$ cat config.mk
export PLATFORM = sky130hd
export DESIGN_NAME = owa_e2_adapt
export DESIGN_NICKNAME = d
export VERILOG_FILES = /design/src/include/owa_pkg.sv /design/src/hdl/owa_e2_adapt.sv /design/src/hdl/owa_pair_buffer.sv
export VERILOG_INCLUDE_DIRS = /design/src /design/src/include
export SDC_FILE = /design/constraint.sdc
export NUM_CORES = 1
export LEC_CHECK = 0
export BUFFER_PORTS_ARGS = -buffer_cell sky130_fd_sc_hd__buf_2
export CORE_AREA = 2 2 120 152
export CTS_CLUSTER_SIZE = 30
export DETAILED_ROUTE_END_ITERATION = 7
export DIE_AREA = 0 0 122 154
export PLACE_DENSITY = 0.68
export REMOVE_ABC_BUFFERS = 1
export SYNTH_ARGS = -nofsm -noshare
export SYNTH_HDL_FRONTEND = slang
export SYNTH_HIERARCHICAL = 1
export SYNTH_SLANG_ARGS = --single-unit
$ cat constraint.sdc
create_clock -name ref_clk -period 5 [get_ports ref_clk]
set_clock_uncertainty 0.2 [all_clocks]
set_input_delay 1 -clock ref_clk [delete_from_list [all_inputs] [get_ports ref_clk]]
set_output_delay 1 -clock ref_clk [all_outputs]
set_load 0.01 [all_outputs]
$ cat src/include/owa_params.svh
// Timing, sizing and threshold constants for the orderwire E2 adaptation
`ifndef OWA_PARAMS_SVH
`define OWA_PARAMS_SVH

`define OWA_REF_CLK_HZ 20000000
`define OWA_OW_RATE_HZ 64000
// Two bit periods hold a whole number of reference cycles, that is four halves
`define OWA_OW_DIV_X2 ((2 * `OWA_REF_CLK_HZ) / `OWA_OW_RATE_HZ)
`define OWA_OW_HALF_BASE (`OWA_OW_DIV_X2 / 4)
`define OWA_OW_HALF_ODD (`OWA_OW_DIV_X2 % 4)
`define OWA_OCTET_BITS 8
`define OWA_SRC_DEPTH 32
`define OWA_SNK_DEPTH 64
`define OWA_SNK_TRIM_BAND 8

`endif

$ cat src/include/owa_pkg.sv
// Shared types for the orderwire E2 adaptation
package owa_pkg;

  typedef logic [7:0] owa_octet_t;

  // Sink read side states, Gray along fill -> run -> alarm
  typedef enum logic [1:0]
  {
    OWA_SNK_FILL = 2'b00,
    OWA_SNK_RUN = 2'b01,
    OWA_SNK_AIS = 2'b11
  } owa_snk_state_e;

endpackage : owa_pkg

$ cat src/hdl/owa_e2_adapt.sv
// Orderwire to E2 byte adaptation, source and sink directions
`timescale 1ns/10ps
`include "owa_params.svh"
// Functional notes
// - source puts the 64 kbit/s orderwire stream into the outgoing E2 byte
// - source slip buffer is written on the orderwire input clock
// - source buffer is read at the STM-1 frame position and slip decisions
// - positive slip skips one whole octet, once
// - negative slip sends the same octet a second time
// - source slip buffer holds at least two octets
// - sink takes orderwire data from the received E2 byte
// - sink writes extracted bits into its store on the gapped frame clock
// - sink store is read by an evenly spaced 64 kHz clock tracking far rate
// - sink store is deep enough for error-free 4.6 ppm offset
// - sink recovers error-free within about one second after a rate step
// - trail fail raises alarm; all-ONEs within 1 ms, data back within 1 ms
// - all-ONEs output keeps 64 kbit/s within 100 ppm
module owa_e2_adapt
  import owa_pkg::*;
#(
  parameter int SRC_DEPTH = `OWA_SRC_DEPTH,
  parameter int SNK_DEPTH = `OWA_SNK_DEPTH
)
(
  input wire logic ref_clk,
  input wire logic rst_n,
  input wire logic orderwire_clock,
  input wire logic orderwire_data,
  input wire logic line_timing_frame_start,
  output logic [7:0] e2_tx_byte,
  output logic e2_tx_strobe,
  output logic src_slip_pos,
  output logic src_slip_neg,
  input wire logic [7:0] section_access_data,
  input wire logic section_access_frame_start,
  output logic section_access_ready,
  input wire logic trail_signal_fail,
  output logic orderwire_data_out,
  output logic orderwire_clock_out,
  output logic orderwire_frame_start,
  output logic ais_insert_action
);

  // Source fill thresholds keep one whole octet of margin at either end; sink trim thresholds sit one band either side of centre
  localparam int SPW = $clog2(SRC_DEPTH) + 1;
  localparam int NPW = $clog2(SNK_DEPTH) + 1;
  localparam int OCT = `OWA_OCTET_BITS;
  localparam logic [SPW-1:0] SRC_LOW = SPW'(OCT);
  localparam logic [SPW-1:0] SRC_HIGH = SPW'(SRC_DEPTH - OCT);
  localparam logic [SPW-1:0] SRC_FULL = SPW'(SRC_DEPTH);
  localparam logic [NPW-1:0] SNK_OCT = NPW'(OCT);
  localparam logic [NPW-1:0] SNK_CENTER = NPW'(SNK_DEPTH / 2);
  localparam logic [NPW-1:0] SNK_HI = NPW'(SNK_DEPTH / 2 + `OWA_SNK_TRIM_BAND);
  localparam logic [NPW-1:0] SNK_LO = NPW'(SNK_DEPTH / 2 - `OWA_SNK_TRIM_BAND);
  localparam logic [NPW-1:0] SNK_FULL = NPW'(SNK_DEPTH);
  // Divider limits are counts minus one: a half ends when the count reaches them
  localparam logic [9:0] HALF_LIM = 10'(`OWA_OW_HALF_BASE - 1);
  localparam logic [9:0] HALF_ODD = 10'(`OWA_OW_HALF_ODD);

  // All state is one packed struct; the process below fills its next value
  typedef struct packed
  {
    logic [2:0] sync_ck;
    logic [2:0] sync_d;
    logic ck_stable;
    logic [SRC_DEPTH-1:0] src_mem;
    logic [SPW-1:0] src_wr;
    logic [SPW-1:0] src_rd;
    owa_octet_t tx_byte;
    logic tx_strobe;
    logic slip_pos;
    logic slip_neg;
    logic [SNK_DEPTH-1:0] snk_mem;
    logic [NPW-1:0] snk_wr;
    logic [NPW-1:0] snk_rd;
    owa_snk_state_e snk_state;
    logic [9:0] half_cnt;
    logic [1:0] half_ph;
    logic trim_fast;
    logic trim_slow;
    logic [2:0] bit_cnt;
    logic ow_clk;
    logic ow_data;
    logic ow_fs;
    logic ais;
  } owa_top_s;

  owa_top_s st_r;
  owa_top_s st_nxt;
  // Helpers below get a value on every pass of the process, or from the pair buffer
  owa_octet_t buf_data;
  logic buf_valid;
  logic buf_take;
  logic buf_in_ready;
  logic ck_rise;
  logic [SPW-1:0] src_fill;
  logic [NPW-1:0] snk_fill;
  logic [NPW-1:0] snk_rd_eff;
  logic [NPW-2:0] widx;
  logic [9:0] half_limit;

  // Pick one octet out of the source store, first-written bit as MSB
  function automatic owa_octet_t src_octet(input logic [SRC_DEPTH-1:0] mem,
                                           input logic [SPW-1:0] ptr);
    owa_octet_t o;
    logic [SPW-2:0] idx;
    o = '0;
    idx = '0;
    for (int i = 0; i < OCT; i++)
    begin
      idx = ptr[SPW-2:0] + (SPW-1)'(i);
      o[OCT-1-i] = mem[idx];
    end
    return o;
  endfunction : src_octet

  // Received E2 bytes wait here while the sink store is full
  owa_pair_buffer #(
    .W(8)
  ) u_rx_buf (
    .ref_clk(ref_clk),
    .rst_n(rst_n),
    .in_data(section_access_data),
    .in_valid(section_access_frame_start),
    .in_ready(buf_in_ready),
    .out_data(buf_data),
    .out_valid(buf_valid),
    .out_ready(buf_take)
  );

  // Both directions: source pin sync, bit write, octet read per frame, then sink write, divider and alarm
  always_comb
  begin
    st_nxt = st_r;
    buf_take = 1'b0;
    widx = '0;
    snk_rd_eff = st_r.snk_rd;
    half_limit = HALF_LIM;

    // Three-stage sync; only the agreeing later stages are ever looked at
    st_nxt.sync_ck = {st_r.sync_ck[1:0], orderwire_clock};
    st_nxt.sync_d = {st_r.sync_d[1:0], orderwire_data};
    if (st_r.sync_ck[1] == st_r.sync_ck[2])
      st_nxt.ck_stable = st_r.sync_ck[2];
    ck_rise = (st_r.sync_ck[1] == st_r.sync_ck[2]) && st_r.sync_ck[2] && !st_r.ck_stable;

    // Data shares the clock's sync delay, so it is sampled as the edge lands
    src_fill = st_r.src_wr - st_r.src_rd;
    if (ck_rise && (src_fill != SRC_FULL))
    begin
      st_nxt.src_mem[st_r.src_wr[SPW-2:0]] = st_r.sync_d[2];
      st_nxt.src_wr = st_r.src_wr + SPW'(1);
    end

    // One octet per frame slot; fill level chooses normal, skip or repeat
    st_nxt.tx_strobe = 1'b0;
    st_nxt.slip_pos = 1'b0;
    st_nxt.slip_neg = 1'b0;
    if (line_timing_frame_start)
    begin
      st_nxt.tx_strobe = 1'b1;
      if (src_fill < SRC_LOW)
      begin
        st_nxt.slip_neg = 1'b1;
      end
      else if (src_fill > SRC_HIGH)
      begin
        st_nxt.tx_byte = src_octet(st_r.src_mem, st_r.src_rd + SPW'(OCT));
        st_nxt.src_rd = st_r.src_rd + SPW'(2 * OCT);
        st_nxt.slip_pos = 1'b1;
      end
      else
      begin
        st_nxt.tx_byte = src_octet(st_r.src_mem, st_r.src_rd);
        st_nxt.src_rd = st_r.src_rd + SPW'(OCT);
      end
    end

    // Sink write: stall while full, drop the oldest octet only once the
    // pair buffer is also full, so a lasting rate step cannot lock us up
    snk_fill = st_r.snk_wr - st_r.snk_rd;
    if (buf_valid)
    begin
      if (snk_fill <= (SNK_FULL - SNK_OCT))
        buf_take = 1'b1;
      else if (!buf_in_ready)
      begin
        buf_take = 1'b1;
        snk_rd_eff = st_r.snk_rd + SNK_OCT;
      end
    end
    st_nxt.snk_rd = snk_rd_eff;
    if (buf_take)
    begin
      for (int i = 0; i < OCT; i++)
      begin
        widx = st_r.snk_wr[NPW-2:0] + (NPW-1)'(i);
        st_nxt.snk_mem[widx] = buf_data[OCT-1-i];
      end
      st_nxt.snk_wr = st_r.snk_wr + SNK_OCT;
    end

    // Half-period divider: 64 kHz is 156.25 cycles a half, so the first
    // half of every four is one cycle longer and two bits take exactly 625
    // cycles; a plain 156 would run about 0.16 % fast, far outside 100 ppm
    if (10'(st_r.half_ph) < HALF_ODD)
      half_limit = HALF_LIM + 10'd1;
    // The trim moves a half by one cycle only while the store is off centre
    if (st_r.trim_slow)
      half_limit = half_limit + 10'd1;
    else if (st_r.trim_fast)
      half_limit = half_limit - 10'd1;
    st_nxt.half_cnt = st_r.half_cnt + 10'd1;
    if (st_r.half_cnt >= half_limit)
    begin
      st_nxt.half_cnt = '0;
      st_nxt.half_ph = st_r.half_ph + 2'd1;
      st_nxt.ow_clk = !st_r.ow_clk;
      // New bit goes out on the falling edge so the user samples on rising
      if (st_r.ow_clk)
      begin
        st_nxt.bit_cnt = st_r.bit_cnt + 3'd1;
        st_nxt.ow_fs = (st_r.bit_cnt == 3'd0);
        st_nxt.ow_data = 1'b1;
        st_nxt.trim_fast = 1'b0;
        st_nxt.trim_slow = 1'b0;
        if (st_r.snk_state == OWA_SNK_RUN)
        begin
          if (snk_fill != '0)
          begin
            st_nxt.ow_data = st_r.snk_mem[snk_rd_eff[NPW-2:0]];
            st_nxt.ow_fs = (snk_rd_eff[2:0] == 3'd0);
            st_nxt.bit_cnt = snk_rd_eff[2:0] + 3'd1;
            st_nxt.snk_rd = snk_rd_eff + NPW'(1);
            // Rate tracking: nudge one cycle per half while off centre
            st_nxt.trim_fast = (snk_fill > SNK_HI);
            st_nxt.trim_slow = (snk_fill < SNK_LO);
          end
          else
            st_nxt.snk_state = OWA_SNK_FILL;
        end
      end
    end

    // Alarm and refill; refill to half depth takes about half a millisecond
    unique case (st_r.snk_state)
      OWA_SNK_FILL:
      begin
        if (snk_fill >= SNK_CENTER)
          st_nxt.snk_state = OWA_SNK_RUN;
      end
      OWA_SNK_RUN:
      begin
      end
      OWA_SNK_AIS:
      begin
        st_nxt.ow_data = 1'b1;
        st_nxt.snk_rd = st_nxt.snk_wr;
        if (!trail_signal_fail)
          st_nxt.snk_state = OWA_SNK_FILL;
      end
      default:
        st_nxt.snk_state = OWA_SNK_FILL;
    endcase
    // Fail wins over every state so the ones reach the pin on the next edge
    if (trail_signal_fail)
    begin
      st_nxt.snk_state = OWA_SNK_AIS;
      st_nxt.ow_data = 1'b1;
    end
    st_nxt.ais = trail_signal_fail;
  end

  // State register
  always_ff @(posedge ref_clk or negedge rst_n)
  begin
    if (!rst_n)
    begin
      st_r <= '0;
      // The data pin idles at one, the same level as the alarm fill
      st_r.ow_data <= 1'b1;
      st_r.snk_state <= OWA_SNK_FILL;
    end
    else
      st_r <= st_nxt;
  end

  // Outputs straight from the state flops
  assign e2_tx_byte = st_r.tx_byte;
  assign e2_tx_strobe = st_r.tx_strobe;
  assign src_slip_pos = st_r.slip_pos;
  assign src_slip_neg = st_r.slip_neg;
  assign section_access_ready = buf_in_ready;
  assign orderwire_data_out = st_r.ow_data;
  assign orderwire_clock_out = st_r.ow_clk;
  assign orderwire_frame_start = st_r.ow_fs;
  assign ais_insert_action = st_r.ais;

endmodule : owa_e2_adapt

$ cat src/hdl/owa_pair_buffer.sv
// Two-entry buffer with valid and ready on both sides
`timescale 1ns/10ps
module owa_pair_buffer
  import owa_pkg::*;
#(
  parameter int W = 8
)
(
  input wire logic ref_clk,
  input wire logic rst_n,
  input wire logic [W-1:0] in_data,
  input wire logic in_valid,
  output logic in_ready,
  output logic [W-1:0] out_data,
  output logic out_valid,
  input wire logic out_ready
);

  typedef struct packed
  {
    logic [W-1:0] slot0;
    logic [W-1:0] slot1;
    logic [1:0] count;
    logic in_ready;
  } owa_pbuf_s;

  owa_pbuf_s st_r;
  owa_pbuf_s st_nxt;
  logic push;
  logic pop;

  // Ready is a flop so the upstream sees a clean level
  assign in_ready = st_r.in_ready;
  assign out_data = st_r.slot0;
  assign out_valid = (st_r.count != 2'd0);

  // Pop first, then place the pushed word behind what is left
  always_comb
  begin
    st_nxt = st_r;
    push = in_valid && st_r.in_ready;
    pop = out_valid && out_ready;
    if (pop)
    begin
      st_nxt.slot0 = st_r.slot1;
      st_nxt.count = st_r.count - 2'd1;
    end
    if (push)
    begin
      if (st_nxt.count == 2'd0)
        st_nxt.slot0 = in_data;
      else
        st_nxt.slot1 = in_data;
      st_nxt.count = st_nxt.count + 2'd1;
    end
    st_nxt.in_ready = (st_nxt.count != 2'd2);
  end

  // State register
  always_ff @(posedge ref_clk or negedge rst_n)
  begin
    if (!rst_n)
      st_r <= '{slot0: '0, slot1: '0, count: 2'd0, in_ready: 1'b1};
    else
      st_r <= st_nxt;
  end

endmodule : owa_pair_buffer

Word-level counts from Yosys, hierarchy flattened
Index checks and enable logic that the tools add are counted.
{"block": "op_classes", "addsub": 37, "order_cmp": 43, "n_eq_ne": 5, "mux": 98, "bitwise": 2, "n_reduce_logical": 28}
{"op": "$bwmux W64", "count": 8}
{"op": "$lt A5 B6 Y1 const B", "count": 17}
{"op": "$bmux W1 S5", "count": 16}
{"op": "$lt A6 B7 Y1 const B", "count": 9}
{"op": "$demux W1 S6", "count": 8}
{"op": "$ge A6 B1 Y1 const B", "count": 8}
{"op": "$mux W7", "count": 6}
{"op": "$add A5 B3 Y5 const B", "count": 8}
{"op": "$mux W1", "count": 34}
{"op": "$bwmux W32", "count": 1}
{"op": "$mux W29", "count": 1}
{"op": "$add A6 B3 Y6 const B", "count": 4}
{"op": "$mux W8", "count": 3}
{"op": "$add A10 B1 Y10 const B", "count": 2}
{"op": "$add A5 B2 Y5 const B", "count": 4}
{"op": "$mux W10", "count": 2}
{"op": "$mux W18", "count": 1}
{"op": "$mux W9", "count": 2}
{"op": "$mux W5", "count": 3}
{"op": "$add A7 B4 Y7 const B", "count": 2}
{"op": "$logic_and A1 B1 Y1", "count": 14}
{"op": "$mux W14", "count": 1}
{"op": "$mux W2", "count": 7}
{"op": "$add A6 B1 Y6 const B", "count": 2}
{"op": "other kinds (37)", "count": 50}
{"block": "totals", "register_bits": 182, "input_bits": 15, "out_inout_bits": 16, "wordCells": 240}

Depth between registers and ports, before layout
Gate-level depths: netlist (run 1).
{"block": "depth", "word_depth": 13, "mapped_depth": 18, "mapped_depth_nobuf": 14}

Cells and area by module
The synthesis (run 1) kept the hierarchy.
{"mod": "owa_e2_adapt", "instances": 1, "cells_per_inst": 662, "area_each_um2": 8225.4, "seq_area_each_um2": 3930.0}
{"mod": "owa_pair_buffer", "instances": 1, "cells_per_inst": 82, "area_each_um2": 1009.7, "seq_area_each_um2": 476.7}

Worst setup path before layout (run 1)
Ideal clock, no wire load.
{"block": "synth_timing", "kind": "register to register", "from": "register st_r[23] (netlist bit)", "to": "register u_rx_buf.st_r, in the netlist u_rx_buf/out_data[0]", "setup_time_ns": 0.127, "t_arrival_ns": 3.909, "required_time_ns": 4.673, "slack_ns": 0.764, "stages_incl_launch_ff": 19, "n_path_buf": 5, "synth_period_minus_slack_ns": 4.236, "path_cell_list": "dfrtp_1 -> buf_1 -> buf_2 -> inv_1 -> ha_1 -> and3b_1 -> o32ai_4 -> xnor2_1 -> o21bai_4 -> a21boi_2 -> buf_4 -> nand2b_4 -> mux2_2 -> ha_1 -> and3_2 -> clkbuf_2 -> buf_4 -> nand2_1 -> o21ai_0"}
{"element": "start: declaration", "line": "owa_e2_adapt.sv:88", "rtl": "owa_top_s st_r;"}
{"element": "start signal: assignment", "line": "owa_e2_adapt.sv:285", "rtl": "st_r <= st_nxt;"}
{"element": "end signal: assignment", "line": "owa_pair_buffer.sv:63", "rtl": "st_r <= '{slot0: '0, slot1: '0, count: 2'd0, in_ready: 1'b1};"}
{"element": "end signal: assignment", "line": "owa_pair_buffer.sv:65", "rtl": "st_r <= st_nxt;"}
{"element": "end: declaration", "line": "owa_pair_buffer.sv:27", "rtl": "owa_pbuf_s st_r;"}

==> impl_results.md, run 1 <==
- Commonest non-fill, non-tap cell in the layout: dfrtp_1
- Most frequent cells in the layout: dfrtp_1, mux2_2, nand2_1
- Comb power frac: about 46%
- R2r startpoint: st_r[26]$_DFF_PN0_
- Yosys reg bits: between 150 and 200
- Vias per Instance: between 5 and 6
- Pin slew with the least headroom to its limit: 1.046 ns
- Layout cells sized above 1: 31.46%
- Post-route ant nets: 0
- Clock Path Buffers: 2
- Pint: 4.606 mW
- Synthesis Warnings: 6
- Core ar.: 17,230 um^2
- Status: complete, no violations
- DR DRC count: 0
- Design area: 10,140 um^2
- PostCTS Resize Cnt: 0
- Die width: roughly 120 um
- Antenna fix cells: 0
- Num ports: 31
- Placed Cells: between 900 and 1,000
- Critical hold path startpoint: st_nxt[159]$_DFF_PN0_
- Synth area leader: dfrtp_1
- Cts bufs inserted: 17
- Period utilisation layout: slightly below 80%
- Post-Route WL: roughly 18 mm
- Die Footprint: 18,790 um^2
- Post-synth EDFFs: 0
- Simple-Gate Fraction of Synth Area: a little over a tenth
- Area contributors post-synth: dfrtp_1, mux2_2, mux4_2
- Req. time, crit path: 5.15 ns
- Non-filler cells, final: 990
- Initial Utilization: between 50% and 60%
- Max-Cap Viols: 0
- Post-Synth XOR/XNOR Area: 3.184%
- Power per cell area: between 700 and 800 nW/um^2
- Pwr Total: about 7.3 mW
- Clock power frac: roughly a fifth
- CTS Sinks: between 150 and 200
- Post-synthesis compound-gate area fraction: under 10%
- H-tree levels: 4
- Leakage Power: between 4 and 5 nW
- GRT Total Usage: about a fifth
- Post-place instance area: about 9500 um^2
- TNS Setup: 0 ns
- Drt wl/cell: between 15 and 20 um
- Hold Buf Count CTS: 0
- Final hold vios: 0
- Max FO, Critical Path: 12
- Sequential share of power: ~33%
- Number of global-route vias before repair: about 6,000
- CTS tree: yes
- CP startpoint: st_r[26]$_DFF_PN0_
- Count of final setup violators: 0
- Fmax: between 200 and 300 MHz
- Crit path DAT: approximately 4.0 ns
- Post-synth top flop: dfrtp_1
- Cells after synthesis: approximately 740
- DR vias: about 5,700
- Slew Limit Fails: 0
- Yosys top cell area share: 47.15%
- Mapped Area: 9235 um^2
- Multiplexer area fraction after synthesis: 24.62%
- Minimum clock period: between 3 and 4 ns
- Worst setup SP type: flip-flop
- Largest net degree at the start of global routing: 114
- Worst setup EP type: flip-flop
- Iter 0 DRT Violations: about 300
- Clock Tree Root: clkbuf_16
- Post-synth ARST share: 100.0%
- Avg Inst Size Synth: 12.41 um^2
- Post-Synth Adder-Cell Area: ~3.7%
- Antenna violations before repair: 0
- Buffers on Ports: 30
- DIE HEIGHT: between 150 and 200 um
- Fin nets: a little under 800
- HP Class: reg2reg
- Gr ovfl total: 0
- Area growth syn-to-layout: 9.755%
- Sw Pwr: roughly 2.7 mW
- First-pass GRT wire length: approximately 31 mm
- HPWL Detailed: 12.79 mm
- Worst-skew pair later-pin latency: 0.43 ns
- Net Sw Frac: 37.13%
- Final core utilization: 58.83%
- Post-synthesis sequential area ratio: roughly 48%
- Largest family of logic cells by synthesized area: multiplexers
- Global placement routability congestion: between 0.8 and 0.9
- Critical path type: reg2reg
- Post-CTS Repair Setup Buffers: 0
- Max rail drop VDD: between 0.5 and 0.6 mV
- Num rows: 54
- DR pass1 iterations: 4
- Clk slew on worst S/H paths: 0.07 ns
- Netlist cell types: 73
- Max-slew headroom: between 30% and 40%
- RSZ-0062 raised after global routing: false
[sequential cells by signal (all words and copies together) (netlist names)]
| register | cells |
|---|---|
| ais_insert_action | 1 |
| e2_tx_byte | 8 |
| e2_tx_strobe | 1 |
| orderwire_clock_out | 1 |
| orderwire_data_out | 1 |
| orderwire_frame_start | 1 |
| src_slip_neg | 1 |
| src_slip_pos | 1 |
| st_nxt | 4 |
| st_r | 138 |
| u_rx_buf/in_ready | 1 |
| u_rx_buf/out_data | 8 |
| u_rx_buf/st_r | 10 |
[kinds of logic (layout without fill, tap and decap cells)]
logic type      after synthesis  after routing
compound gates               78             78
xor+xnor                     32             32
fa+ha+maj                    27             27
buf+inv                      75             96
flops                       176            176
mux                         170            170
other cells                   1              2
simple gates                185            185
[layout make-up]
cell class	count	area, um^2
clock buffer	17	425.4
clock inverter	15	255.2
fill	1395	7093
inverter	26	97.59
multi-input combinational	494	4454
sequential	176	4407
tap	224	280.3
timing repair buffer	38	216.5
[cell usage after synthesis, types with 4 or more instances]
master	count
a211oi_1	4
a21o_1	4
a21oi_1	12
and3_1	4
buf_1	7
buf_4	19
clkbuf_1	18
dfrtp_1	174
ha_1	26
inv_1	26
mux2_2	105
mux2_4	8
mux2i_1	25
mux4_2	32
nand2_1	76
nand2b_1	9
nand3_1	15
nor2_1	29
nor3_1	8
o21ai_0	28
xnor2_1	20
xor2_1	11
[power by group through the flow]
stage / combinational, mW / clock [mW] / sequential (mW)
2_1_floorplan: 2.57 / 0 / 2.37
4_1_cts: 3.40 / 1.55 / 2.44
6_report: 3.37 / 1.52 / 2.44
3_3_place_gp: 3.26 / 0 / 2.41
3_5_place_dp: 3.38 / 0 / 2.46
5_1_grt: 3.70 / 1.61 / 2.52
[metal layers]
layer | global-route usage [%] | wire (um) | part of all wire, %
met5 | 0 | 0 | 0
met4 | 8.210 | 419 | 2.3
met3 | 3.227 | 433 | 2.4
met2 | 37.59 | 9854 | 54
met1 | 25.16 | 7509 | 41
[final timing paths]
kind,cells after the start,slack (ns),endpoint
max in group asynchronous,2,2.93,u_rx_buf/in_ready$_DFF_PN1_
worst max register to register,14,1.13,u_rx_buf/in_ready$_DFF_PN1_
min in group asynchronous,1,0.46,st_r[128]$_DFFE_PN0P_
worst min register to register,0,0.15,st_r[159]$_DFF_PN0_
worst min-delay path,0,0.15,st_r[159]$_DFF_PN0_
worst max-delay path,14,1.13,u_rx_buf/in_ready$_DFF_PN1_
[critical path, stage by stage, from the launching register on]
cell and delay, ns:
dfrtp_1 0.45, inv_1 0.13, ha_1 0.37, and3b_1 0.26, o32ai_4 0.31, xnor2_1 0.23, o21bai_4 0.21, a21boi_2 0.07
buf_4 0.18, nand2b_4 0.20, mux2_2 0.38, ha_1 0.27, and3_2 0.19, mux2i_1 0.08, mux2_2 0.26
[per-stage QoR]
stage | hold slack (ns) | setup slack, ns
floorplan | 0.1312 | 0.8414
global placement | 0.1316 | 1.203
detailed placement | 0.1358 | 1.142
CTS | 0.1522 | 1.123
global route | 0.1712 | 0.8606
finish | 0.1486 | 1.125
No activity file was read; power rests on OpenSTA's default activity.
==> run 2, diff against run 1 <==
PLACE_DENSITY = 0.71   (was 0.68)
clock period = 3.2 ns   (was 5 ns; I/O delays follow)
==> impl_results.md, run 2 (synthesized netlist as in run 1, its figures left out) <==
- Worst-skew pair later-pin latency: 0.43 ns (about the same)
- CP startpoint: st_r[9]$_DFFE_PN0N_ (was st_r[26]$_DFF_PN0_)
- Pint: 8.176 mW (was 4.606 mW)
- GRT Total Usage: 21.74% (was 21.01%)
- Largest net degree at the start of global routing: 80 (was 114)
- Layout cells sized above 1: 40.75% (was 31.46%)
- HPWL Detailed: 12.97 mm (was 12.79 mm)
- Minimum clock period: 3.356 ns (was 3.875 ns)
- Power per cell area: 1178 nW/um^2 (was 722.9 nW/um^2)
- H-tree levels: 4 (unchanged)
- DR vias: 5,964 (was 5,657)
- Max-Cap Viols: 0 (unchanged)
- Reg with most FFs: st_r (unchanged)
- Failing checks: setup timing
- Top delay family on crit path: simple AND/OR/NAND/NOR gates (was multiplexers)
- Cell mode on critical path: ha_4
- Status: complete, but fails checks (was complete, no violations)
- Pin slew with the least headroom to its limit: 0.9106 ns (was 1.046 ns)
- Drt wl/cell: 18.24 um (was 18.40 um)
- Max rail drop VDD: 0.7649 mV (was 0.5904 mV)
- R2r startpoint: st_r[9]$_DFFE_PN0N_ (was st_r[26]$_DFF_PN0_)
- Die width: 122 um (unchanged)
- Top flop regs: st_r: 138 flops, u_rx_buf/st_r: 10 flops (unchanged)
- Post-route ant nets: 0 (unchanged)
- First-pass GRT wire length: 31.77 mm (was 30.71 mm)
- Critical Path Sink: st_r[29]$_DFF_PN0_ (was u_rx_buf/in_ready$_DFF_PN1_)
- Buffers on Ports: 30 (unchanged)
- Post-route worst setup slack: -0.1560 ns (was 1.125 ns)
- Max-slew headroom: 39.29% (was 30.25%)
- CP max-delay cell: or4b_4 (was dfrtp_1)
- Clock Tree Root: clkbuf_16 (unchanged)
- Worst setup SP type: flip-flop (unchanged)
- Fmax: 298.0 MHz (was 258.1 MHz)
- Worst reg2reg setup slack: -0.16 ns (was 1.13 ns)
- Global placement routability congestion: 0.8331 (was 0.8811)
- Iter 0 DRT Violations: 368 (was 302)
- DR DRC count: 0 (unchanged)
- Sequential share of power: 29.2% (was 33.3%)
- Fin nets: 857 (was 795)
- Most frequent cells in the layout: dfrtp_1, mux2_2, nand2_1 (unchanged)
- Core ar.: 17,230 um^2 (unchanged)
- Non-filler cells, final: 1,051 (was 990)
- Fillers: 1,340 (was 1,395)
- Max FO, Critical Path: 3 (was 12)
- Number of global-route vias before repair: 6,232 (was 5,982)
- CTS tree: yes (unchanged)
- Vias per Instance: 5.675 (was 5.714)
- Num rows: 54 (unchanged)
- Clock Path Buffers: 2 (unchanged)
- RSZ-0062 raised after global routing: true (was false)
- DR pass1 iterations: 7 (was 4)
- Antenna fix cells: 0 (unchanged)
- Num ports: 31 (unchanged)
- Net Sw Frac: 36.56% (was 37.13%)
- Pre-CTS WS: -0.3527 ns (was 1.142 ns)
- Path depth of the worst reg2reg path: 14 (unchanged)
- Final core utilization: 63.49% (was 58.83%)
- WHS Path Cells: 1 (was 0)
- Area growth syn-to-layout: 18.44% (was 9.755%)
- Sw Pwr: 4.711 mW (was 2.721 mW)
- Die Footprint: 18,790 um^2 (unchanged)
- Leakage Power: 4.924 nW (was 4.568 nW)
- WP buf/inv: 1 (was 2)
- Critical path type: reg2reg (unchanged)
- Critical path depth in cells: 14 (unchanged)
- Max reg flops: 138 (unchanged)
- Worst path cell trace: inv_2 -> ha_4 -> ha_4 -> mux2_4 -> ha_4 -> nand2b_4 -> a21o_1 -> a21oi_2 -> o21ai_2 -> a211oi_2 -> or4b_4 -> nor4_4 -> nand3b_1 -> o211ai_1 (was inv_1 -> ha_1 -> and3b_1 -> o32ai_4 -> xnor2_1 -> o21bai_4 -> a21boi_2 -> buf_4 -> nand2b_4 -> mux2_2 -> ha_1 -> and3_2 -> mux2i_1 -> mux2_2)
- DIE HEIGHT: 154 um (unchanged)
- Req. time, crit path: 3.31 ns (was 5.15 ns)
- Gr ovfl total: 0 (unchanged)
- TNS Setup: -0.3275 ns (was 0 ns)
- Clk slew on worst S/H paths: 0.07 ns (about the same)
- Clock power frac: 17.6% (was 20.8%)
- CTS Sinks: 176 (unchanged)
- Worst setup EP type: flip-flop (unchanged)
- Slew Limit Fails: 0 (unchanged)
- HP Class: in2reg (was reg2reg)
- Period utilisation layout: 104.9% (was 77.50%)
- RR Endpoint: st_r[29]$_DFF_PN0_ (was u_rx_buf/in_ready$_DFF_PN1_)
- Commonest non-fill, non-tap cell in the layout: dfrtp_1 (unchanged)
- Comb power frac: 53.2% (was 46.0%)
- Largest stage delay on the critical path: 0.60 ns (was 0.45 ns)
- Count of final setup violators: 6 (was 0)
- Antenna violations before repair: 0 (unchanged)
- Initial Utilization: 53.60% (unchanged)
- Hold slack: 0.1166 ns (was 0.1486 ns)
- Placed Cells: 1,011 (was 958)
- Cts bufs inserted: 17 (unchanged)
- Final hold vios: 0 (unchanged)
- Crit path DAT: 3.46 ns (was 4.03 ns)
- Post-Route WL: 19.18 mm (was 18.22 mm)
[run 2: area by class of cell]
cell class	instances	area, um^2	area share (%)
Inverter	26	97.59	0.8922
Multi-Input combinational cell	495	4756	43.48
Sequential cell	176	4407	40.29
Tap cell	224	280.3	2.562
Timing Repair Buffer	99	749.5	6.852
Clock inverter	13	209.0	1.910
Clock buffer	18	439.2	4.015
[run 2: worst min-delay path by stage]
| stage | start | end | slack (ns) |
|---|---|---|---|
| 6_report | orderwire_data | st_nxt[158]$_DFF_PN0_ | 0.12 |
| 3_5_place_dp | st_nxt[159]$_DFF_PN0_ | st_r[159]$_DFF_PN0_ | 0.13 |
| 4_1_cts | orderwire_data | st_nxt[158]$_DFF_PN0_ | 0.10 |
| 5_1_grt | orderwire_data | st_nxt[158]$_DFF_PN0_ | 0.10 |
| 2_1_floorplan | st_nxt[158]$_DFF_PN0_ | st_nxt[159]$_DFF_PN0_ | 0.13 |
| 3_3_place_gp | st_nxt[159]$_DFF_PN0_ | st_r[159]$_DFF_PN0_ | 0.13 |
[run 2: stage by stage]
| stage | instance area (um^2) | total power [mW] |
|---|---|---|
| floorplan | 8959 | 7.732 |
| CTS | 10730 | 12.52 |
| detailed placement | 9903 | 9.888 |
| finish | 10940 | 12.89 |
| global placement | 9903 | 9.617 |
| global route | 10940 | 13.76 |
[run 2: metal layers]
layer | part of all wire [%] | vias up | track usage [%]
met4 | 1.9 | 0 | 7.608
met3 | 2.4 | 31 | 4.340
li1 | - | 2790 | -
met1 | 42 | 3036 | 27.03
met2 | 53 | 107 | 37.54
met5 | 0 | - | 0
[run 2: repair_timing]
action                     CTS  global route
hold endpoints to repair    17             0
cloned                       1             0
resized for setup           30            37
setup endpoints to repair   62            90
buffers inserted             4             4
pin swaps                   18            23
hold buffers                 1             0
[run 2: power groups by stage]
stage / combinational (mW) / clock (mW) / sequential [mW]
finish: 6.86 / 2.27 / 3.76
global route: 7.48 / 2.42 / 3.87
CTS: 6.46 / 2.32 / 3.74
floorplan: 4.02 / 0 / 3.71
detailed placement: 6.13 / 0 / 3.76
global placement: 5.94 / 0 / 3.68
